==> src/hdl/pgr_defs.vh <==
// constants for the pll programming register block: offsets, fields, reset values
`ifndef PGR_DEFS_VH
`define PGR_DEFS_VH

// ==================================================
// register offsets (word index on the plain register port)
`define PGR_ADDR_W 3
`define PGR_OFF_CONTROL 3'h0
`define PGR_OFF_BANDWIDTH 3'h1
`define PGR_OFF_MULT_HIGH 3'h2
`define PGR_OFF_MULT_LOW 3'h3
`define PGR_OFF_VCO_RANGE 3'h4
`define PGR_OFF_REF_DIV 3'h5

// ==================================================
// pll_control field positions
`define PGR_CTL_IRQ_EN 7
`define PGR_CTL_FLAG 6
`define PGR_CTL_POWER 5
`define PGR_CTL_BCS 4
`define PGR_CTL_PRE_HI 3
`define PGR_CTL_PRE_LO 2
`define PGR_CTL_VPR_HI 1
`define PGR_CTL_VPR_LO 0

// ==================================================
// pll_bandwidth_control field positions
`define PGR_BWC_AUTO 7
`define PGR_BWC_LOCK 6
`define PGR_BWC_ACQ_N 5

// ==================================================
// reset values
`define PGR_RST_POWER 1'b1
`define PGR_RST_PRE 2'h0
`define PGR_RST_VPR 2'h0
`define PGR_RST_MULT 12'h0_040
`define PGR_RST_VRS 8'h40
`define PGR_RST_RDS 4'h1
`define PGR_RST_BYTE 8'h00

`endif

==> src/hdl/pgr_lock_watch.v <==
// lock status register and lock-change event detector
`timescale 1ns/1ps
`default_nettype none

module pgr_lock_watch (
  input wire ref_clk,
  input wire resetn,
  input wire lockIn,
  input wire autoMode,
  output reg lockState,
  output reg lockChange
);

  // ==================================================
  // follow the detector and pulse on every change in automatic mode
  always @(posedge ref_clk) begin
    if (!resetn) begin
      lockState <= 1'b0;
      lockChange <= 1'b0;
    end else begin
      lockState <= lockIn;
      lockChange <= autoMode & (lockIn ^ lockState);
    end
  end

endmodule // pgr_lock_watch

`default_nettype wire

==> src/hdl/pgr_pll_regs.v <==
// pll programming registers: control, bandwidth, multiplier, range and divider
//
// Behaviour
// - prescaler field codes 00/01/10 give 1/2/4; locked while powered; reset clears.
// - vco power range codes 00..11 give 1/2/4/8; locked while powered; reset clears.
// - bandwidth mode bit: 1 automatic, 0 manual; reset gives manual.
// - lock bit read-only, set when locked in automatic mode; reads 0 in manual.
// - acquisition bit status in automatic, writable in manual; 1 tracking; reset 0.
// - manual acquisition value is kept during automatic mode and restored after.
// - twelve-bit feedback multiplier resets to 64 and is locked while powered.
// - feedback multiplier zero acts exactly like one.
// - upper nibbles of multiplier high and reference divider read zero.
// - vco range linear multiplier resets to 64 and is locked while powered.
// - vco range zero disables the pll and forces base clock select clear.
// - reference divider resets to 1, zero acts as 1, locked while powered.
// - each lock change in automatic mode sets the flag; irq also needs enable.
// - manual mode raises no interrupt and the lock-change flag reads 0.
// - base clock select may be set while unlocked; software checks lock first.
// - a read of pll_control clears the lock-change flag; a lock change in the same cycle wins.
// - select needs power on; power cannot be cleared while select is set.
//
// The address map and the strobed register port were decided locally.
`timescale 1ns/1ps
`default_nettype none
`include "pgr_defs.vh"

module pgr_pll_regs (
  input wire ref_clk,
  input wire resetn,
  // plain register port
  input wire [`PGR_ADDR_W-1:0] regAddr,
  input wire [7:0] regWriteData,
  input wire regWrite,
  input wire regRead,
  output reg [7:0] regReadData,
  // from the analog loop and lock detector
  input wire lockDetect,
  input wire trackingStatus,
  // to the analog loop and base clock selector
  output reg synthPowerOn,
  output reg baseClockSelect,
  output reg [1:0] prescalerSelect,
  output reg [1:0] vcoPowerRange,
  output reg [11:0] feedbackMultiplier,
  output reg [7:0] vcoRangeLinear,
  output reg [3:0] referenceDivide,
  output reg autoBandwidth,
  output reg acquisitionModeN,
  output reg lockChangeIrq
);

  // ==================================================
  // helpers

  // a divide or multiply value of zero behaves as one
  function [11:0] atLeastOne;
    input [11:0] value;
    begin
      if (value == 12'h0_000) begin
        atLeastOne = 12'h0_001;
      end else begin
        atLeastOne = value;
      end
    end
  endfunction

  // ==================================================
  // stored register state

  reg ctlIrqEnable;
  reg ctlFlag;
  reg ctlPower;
  reg ctlBcs;
  reg [1:0] ctlPrescaler;
  reg [1:0] ctlPowerRange;
  reg bwcAuto;
  reg bwcAcqShadow;
  reg [11:0] multValue;
  reg [7:0] vrsValue;
  reg [3:0] rdsValue;
  reg trackingSeen;

  // ==================================================
  // lock status tracking

  wire lockState;
  wire lockChange;

  // lock follows the detector every cycle; events count only in automatic mode
  pgr_lock_watch i_pgr_lock_watch (
    .ref_clk(ref_clk),
    .resetn(resetn),
    .lockIn(lockDetect),
    .autoMode(bwcAuto),
    .lockState(lockState),
    .lockChange(lockChange)
  );

  // ==================================================
  // access decode

  // one decode per register; unmapped offsets hit nothing
  wire writeControl = regWrite & (regAddr == `PGR_OFF_CONTROL);
  wire writeBandwidth = regWrite & (regAddr == `PGR_OFF_BANDWIDTH);
  wire writeMultHigh = regWrite & (regAddr == `PGR_OFF_MULT_HIGH);
  wire writeMultLow = regWrite & (regAddr == `PGR_OFF_MULT_LOW);
  wire writeVcoRange = regWrite & (regAddr == `PGR_OFF_VCO_RANGE);
  wire writeRefDiv = regWrite & (regAddr == `PGR_OFF_REF_DIV);
  wire readControl = regRead & (regAddr == `PGR_OFF_CONTROL);

  // programming fields accept writes only while the pll is off
  wire progOpen = ~ctlPower;

  // a zero range value holds the pll off and the select clear
  wire rangeZero = (vrsValue == 8'h00);

  // ==================================================
  // effective values and status views

  // zero multiplier or divider values act as one at the loop
  wire [11:0] multEffective = atLeastOne(multValue);
  wire [11:0] rdsEffective = atLeastOne({8'h00, rdsValue});

  // status bits read as zero in manual mode
  wire flagView = ctlFlag & bwcAuto;
  wire lockView = lockState & bwcAuto;

  // manual mode shows the written value; automatic shows the loop state
  wire acqView = bwcAuto ? trackingSeen : bwcAcqShadow;

  // ==================================================
  // next values for the control register

  reg next_ctlPower;
  reg next_ctlBcs;
  reg next_ctlIrqEnable;

  // power and select interlock; select needs the power already on
  always @* begin
    next_ctlPower = ctlPower;
    next_ctlBcs = ctlBcs;
    next_ctlIrqEnable = ctlIrqEnable;
    if (writeControl) begin
      // select only sets when the pll is already on; lock is not checked
      next_ctlBcs = regWriteData[`PGR_CTL_BCS] & ctlPower & ~rangeZero;
      // power stays set while the vco drives the base clock or takes it now,
      // so the select can never stand with the pll off
      if (!ctlBcs && !next_ctlBcs) begin
        next_ctlPower = regWriteData[`PGR_CTL_POWER];
      end
      next_ctlIrqEnable = regWriteData[`PGR_CTL_IRQ_EN];
    end
    // a zero range forces the select clear
    if (rangeZero) begin
      next_ctlBcs = 1'b0;
    end
    // manual bandwidth forces the enable clear
    if (!bwcAuto) begin
      next_ctlIrqEnable = 1'b0;
    end
  end

  // ==================================================
  // control register

  always @(posedge ref_clk) begin
    if (!resetn) begin
      ctlPower <= `PGR_RST_POWER;
      ctlBcs <= 1'b0;
      ctlIrqEnable <= 1'b0;
      ctlPrescaler <= `PGR_RST_PRE;
      ctlPowerRange <= `PGR_RST_VPR;
    end else begin
      ctlPower <= next_ctlPower;
      ctlBcs <= next_ctlBcs;
      ctlIrqEnable <= next_ctlIrqEnable;
      if (writeControl && progOpen) begin
        ctlPrescaler <= regWriteData[`PGR_CTL_PRE_HI:`PGR_CTL_PRE_LO];
        ctlPowerRange <= regWriteData[`PGR_CTL_VPR_HI:`PGR_CTL_VPR_LO];
      end
    end
  end

  // ==================================================
  // lock-change flag: a change in the read cycle wins over the clear

  always @(posedge ref_clk) begin
    if (!resetn) begin
      ctlFlag <= 1'b0;
    end else if (!bwcAuto) begin
      // held clear so no stale event fires on return to automatic
      ctlFlag <= 1'b0;
    end else if (lockChange) begin
      ctlFlag <= 1'b1;
    end else if (readControl) begin
      ctlFlag <= 1'b0;
    end
  end

  // ==================================================
  // bandwidth control register

  // the acquisition value written in manual mode sits untouched in automatic
  always @(posedge ref_clk) begin
    if (!resetn) begin
      bwcAuto <= 1'b0;
      bwcAcqShadow <= 1'b0;
    end else begin
      if (writeBandwidth) begin
        bwcAuto <= regWriteData[`PGR_BWC_AUTO];
      end
      // the lock bit position is not stored; a written one is dropped
      if (writeBandwidth && !bwcAuto) begin
        bwcAcqShadow <= regWriteData[`PGR_BWC_ACQ_N];
      end
    end
  end

  // loop acquisition status, sampled for reads in automatic mode
  always @(posedge ref_clk) begin
    if (!resetn) begin
      trackingSeen <= 1'b0;
    end else begin
      trackingSeen <= trackingStatus;
    end
  end

  // ==================================================
  // multiplier, range and divider registers

  always @(posedge ref_clk) begin
    if (!resetn) begin
      multValue <= `PGR_RST_MULT;
      vrsValue <= `PGR_RST_VRS;
      rdsValue <= `PGR_RST_RDS;
    end else if (progOpen) begin
      if (writeMultHigh) begin
        multValue[11:8] <= regWriteData[3:0];
      end
      if (writeMultLow) begin
        multValue[7:0] <= regWriteData;
      end
      if (writeVcoRange) begin
        vrsValue <= regWriteData;
      end
      if (writeRefDiv) begin
        rdsValue <= regWriteData[3:0];
      end
    end
  end

  // ==================================================
  // read data mux

  reg [7:0] next_readData;

  // unmapped offsets and reserved bits read as zero
  always @* begin
    next_readData = `PGR_RST_BYTE;
    case (regAddr)
      `PGR_OFF_CONTROL: begin
        next_readData[`PGR_CTL_IRQ_EN] = ctlIrqEnable;
        next_readData[`PGR_CTL_FLAG] = flagView;
        next_readData[`PGR_CTL_POWER] = ctlPower;
        next_readData[`PGR_CTL_BCS] = ctlBcs;
        next_readData[`PGR_CTL_PRE_HI:`PGR_CTL_PRE_LO] = ctlPrescaler;
        next_readData[`PGR_CTL_VPR_HI:`PGR_CTL_VPR_LO] = ctlPowerRange;
      end
      `PGR_OFF_BANDWIDTH: begin
        next_readData[`PGR_BWC_AUTO] = bwcAuto;
        next_readData[`PGR_BWC_LOCK] = lockView;
        if (bwcAuto) begin
          next_readData[`PGR_BWC_ACQ_N] = trackingSeen;
        end else begin
          next_readData[`PGR_BWC_ACQ_N] = bwcAcqShadow;
        end
      end
      `PGR_OFF_MULT_HIGH: begin
        next_readData[3:0] = multValue[11:8];
      end
      `PGR_OFF_MULT_LOW: begin
        next_readData = multValue[7:0];
      end
      `PGR_OFF_VCO_RANGE: begin
        next_readData = vrsValue;
      end
      `PGR_OFF_REF_DIV: begin
        next_readData[3:0] = rdsValue;
      end
      default: begin
        next_readData = `PGR_RST_BYTE;
      end
    endcase
  end

  // read data stands only in the cycle after the strobe
  always @(posedge ref_clk) begin
    if (!resetn) begin
      regReadData <= `PGR_RST_BYTE;
    end else if (regRead) begin
      regReadData <= next_readData;
    end else begin
      regReadData <= `PGR_RST_BYTE;
    end
  end

  // ==================================================
  // registered outputs to the loop and clock selector

  always @(posedge ref_clk) begin
    if (!resetn) begin
      synthPowerOn <= 1'b0;
      baseClockSelect <= 1'b0;
      prescalerSelect <= `PGR_RST_PRE;
      vcoPowerRange <= `PGR_RST_VPR;
      feedbackMultiplier <= `PGR_RST_MULT;
      vcoRangeLinear <= `PGR_RST_VRS;
      referenceDivide <= `PGR_RST_RDS;
      autoBandwidth <= 1'b0;
      acquisitionModeN <= 1'b0;
      lockChangeIrq <= 1'b0;
    end else begin
      // the pll runs only with a nonzero range value
      synthPowerOn <= ctlPower & ~rangeZero;
      baseClockSelect <= ctlBcs & ~rangeZero;
      // loop settings follow the stored fields one cycle later
      prescalerSelect <= ctlPrescaler;
      vcoPowerRange <= ctlPowerRange;
      feedbackMultiplier <= multEffective;
      vcoRangeLinear <= vrsValue;
      referenceDivide <= rdsEffective[3:0];
      autoBandwidth <= bwcAuto;
      // manual mode drives the written value; automatic leaves it to the loop
      acquisitionModeN <= acqView;
      // interrupt needs automatic mode, the flag and the enable
      lockChangeIrq <= flagView & ctlIrqEnable;
    end
  end

endmodule // pgr_pll_regs

`default_nettype wire

==> config.mk <==
export PLATFORM = sky130hd
export DESIGN_NAME = pgr_pll_regs
export DESIGN_NICKNAME = d
export VERILOG_FILES = /design/src/hdl/pgr_lock_watch.v /design/src/hdl/pgr_pll_regs.v
export VERILOG_INCLUDE_DIRS = /design/src /design/src/hdl
export SDC_FILE = /design/constraint.sdc
export NUM_CORES = 1
export LEC_CHECK = 0
export ABC_AREA = 1
export ABC_CLOCK_PERIOD_IN_PS = 3340
export BUFFER_PORTS_ARGS = -buffer_cell sky130_fd_sc_hd__buf_2
export CAP_MARGIN = 20
export CORE_MARGIN = 3
export CORE_UTILIZATION = 47
export CTS_CLUSTER_SIZE = 40
export DETAILED_ROUTE_END_ITERATION = 12
export GPL_TIMING_DRIVEN = 0
export PLACE_DENSITY_LB_ADDON = 0.05
export SLEW_MARGIN = 15
export SYNTH_ARGS = -nofsm -noshare
export SYNTH_HDL_FRONTEND = slang
export SYNTH_SLANG_ARGS = --single-unit
==> constraint.sdc <==
create_clock -name ref_clk -period 3.34 [get_ports ref_clk]
set_input_delay 0.334 -clock ref_clk [delete_from_list [all_inputs] [get_ports ref_clk]]
set_output_delay 0.334 -clock ref_clk [all_outputs]
set_load 0.01 [all_outputs]
==> impl_metrics.tcl <==
set metrics [dict create \
    run_status "finished clean" \
    drt_iter0_drc 162 \
    syn-num-nets 374 \
    cts.clk_slew.worst_paths_ns 0.07 \
    core_area_um2 5640 \
    hold_violations 0 \
    place_inst 485 \
    rows 27 \
    start_kind "flop" \
    stdcell_count 501 \
    grt_util_met1_pct 26.1 \
    postSynthCellCount 357 \
    holdWs_ns 0.169 \
    finalSetupViolCount 0 \
    postCtsResizedCells 0 \
    power_density_nw_per_um2 509 \
    wl_per_cell_um 13.2 \
    grt_max_degree 13 \
    regArea_um2 1560 \
    crit_type "flop to flop" \
    postRouteAntennaNets 0 \
    leakage_uw 0.00169 \
    root_buffer "clkbuf_8" \
    finalSetupTns_ns 0 \
    cts_tree "built" \
    die_h_um 83.3 \
    worstSkewPairLatency_ns 0.34 \
    cts-hold-fix-buffers 0 \
    cts.path.max_buffers 2 \
    report.power.total_uw 1720 \
    sw_frac_of_total_pct 22.0 \
    drive_gt1_share_pct 20.3 \
    finClkSkew_ns 0.00539 \
    critPathRequiredTime_ns 3.57 \
    cts_sinks 78 \
    worstPathArrival_ns 1.62 \
    multi_input_area_um2 958 \
    worst_path_max_delay_cell "dfxtp_1" \
    fmaxAchievable_mhz 719 \
    worstMarginPinSlew_ns 0.509 \
    dieWidth_um 83.3 \
    pin_count 58 \
    syn2layout_area_growth_pct 20.3 \
    fin_crit_sh_pct 41.6 \
    ys_seq_area_share_pct 55.6 \
    path_max_fanout 6 \
    num_vias 2439 \
    nNetsFinal 441 \
    grt_overflow 0 \
    pwr-share-comb_pct 4.4 \
    max_stage_delay_ns 0.33 \
    vdd_drop_max_mv 0.311 \
    yosysWarnings 0 \
    p_seq_share_pct 54.6 \
    rsz0062_at_grt "false" \
    grt_usage_pct 19.8 \
    port_buffers 56 \
    antenna_found_initial 0 \
    use_met2_pct 31.0 \
    p_int_uw 1340 \
    cts_setup_buffers 0 \
    crit_chain "inv_1, nand2_1, nor2_1, inv_2, o21ai_0, a21oi_1" \
    p_switching_uw 379 \
    dp_hpwl_mm 4.84 \
    period_minus_slack_ns 1.39 \
    synth_area_um2 2810 \
    cts_made_buffers 9 \
    via_per_inst 4.87 \
    synth_seq_cells 78 \
    routed_wl_mm 6.62 \
    start_util_pct 49.8 \
    drc 0 \
    grt-busiest-layer "met2" \
    ys_types 26 \
    fill_cells 520 \
    diodes 0 \
    syn_area_per_cell_um2 7.87 \
    htree_levels 3 \
    first_pass_iters 4 \
    place_ws_ns 1.91 \
    hold_class "primary input to flop" \
    die-area_um2 6940 \
    max-slew-margin-rel_pct 66.1 \
    power.share.clock_pct 41.0 \
    grt_pass1_vias 2275 \
    grt_pass1_wl_mm 10.9 \
    drv_slew 0 \
    finalWorstSetupSlack_ns 1.95 \
    maxCapViolations 0 \
    gp_congestion 0.880 \
    met3_usage_pct 5.95 \
    cp-end-kind "flop" \
]
Yosys cell counts:
cell      number  share of area [%]
dfxtp_1       78                 56
inv_1         61                8.1
nor2_1        56                7.5
nand2_1       53                7.1
a21oi_1       25                4.5
o21ai_0       25                4.5
nand3_1       16                2.8
o22ai_1        8                1.8
o21ai_1        5               0.89
clkbuf_1       4               0.53
inv_2          4               0.53
nor2_4         3                1.2
o211ai_1       3               0.80
buf_6          2               0.80
nand2_2        2               0.45
nand4_1        2               0.45
a31oi_1        1               0.22
buf_1          1               0.13
buf_2          1               0.18
nand2_4        1               0.40
nand3_2        1               0.36
nor2_2         1               0.22
nor3_1         1               0.18
o21a_1         1               0.27
o21ai_2        1               0.31
o21bai_1       1               0.27
per-layer routing:
layer,vias up,routed length (µm)
li1,1254,-
met1,1087,3120
met2,88,2890
met3,10,509
met4,0,104
met5,-,0
registers in the layout, summed over array words and instances (netlist names), 2 cells and up:
register,cells
regReadData,8
rdsValue,4
vcoRangeLinear,8
multValue,12
vrsValue,8
vcoPowerRange,2
ctlPowerRange,2
ctlPrescaler,2
feedbackMultiplier,12
referenceDivide,4
prescalerSelect,2
critical path, delay by kind of cell, from the launching register on:
kind | cells | cell delay [ns]
flops | 1 | 0.33
compound gates | 2 | 0.24
simple gates | 2 | 0.50
buf+inv | 2 | 0.21
power by group through the flow:
stage               clock network (µW)  registers, µW  logic, µW
finish                             705            939       76.3
global route                       756            939       84.6
CTS                                722            939       75.5
detailed placement                   0            960       74.9
global placement                     0            960       74.7
floorplan                            0            962       39.4
final timing paths:
kind	start	endpoint	slack (ns)	depth (start not counted)
worst min register to register	ctlPowerRange[1]	vcoPowerRange[1]	0.43	2
worst min-delay path	trackingStatus	trackingSeen	0.17	3
worst max-delay path	ctlPower	rdsValue[1]	1.95	6
worst max register to register	ctlPower	rdsValue[1]	1.95	6
cell usage in the layout (no fill, tap or decap), drive strengths merged:
master	Yosys	layout
nor3	1	1
o22ai	8	8
a21oi	25	25
nand4	2	2
nand2	56	56
o21bai	1	1
buf	4	60
dfxtp	78	78
o21a	1	1
inv	65	65
nor2	60	60
nand3	17	17
o21ai	31	31
clkinv	0	3
a31oi	1	1
clkbuf	4	16
o211ai	3	3
bufinv	0	1
through the flow:
step | utilization, % | cell area, µm²
6_report | 59.9 | 3380
5_1_grt | 59.9 | 3380
4_1_cts | 59.9 | 3380
2_1_floorplan | - | 2810
3_3_place_gp | 56.4 | 3180
3_5_place_dp | 56.4 | 3180
cell type report:
cell class / count / area share (%)
flip-flops and latches: 78 / 46.2
multi-input cells: 206 / 28.3
repair buffers: 56 / 8.29
inverters: 65 / 7.22
clock buffers: 12 / 4.59
well taps: 72 / 2.66
plain buffers: 8 / 1.37
clock inverters: 4 / 1.33
cell families (layout without fill, tap and decap cells):
kind of cell           Yosys count  count (layout)  share of synthesized area [%]
DFF                             78              78                           55.6
AOI/OAI and AO/OA               70              70                           13.4
buffers and inverters           73             145                           10.3
and+or+nand+nor                136             136                           20.7
Note: power is estimated with default switching activity, not from simulation.
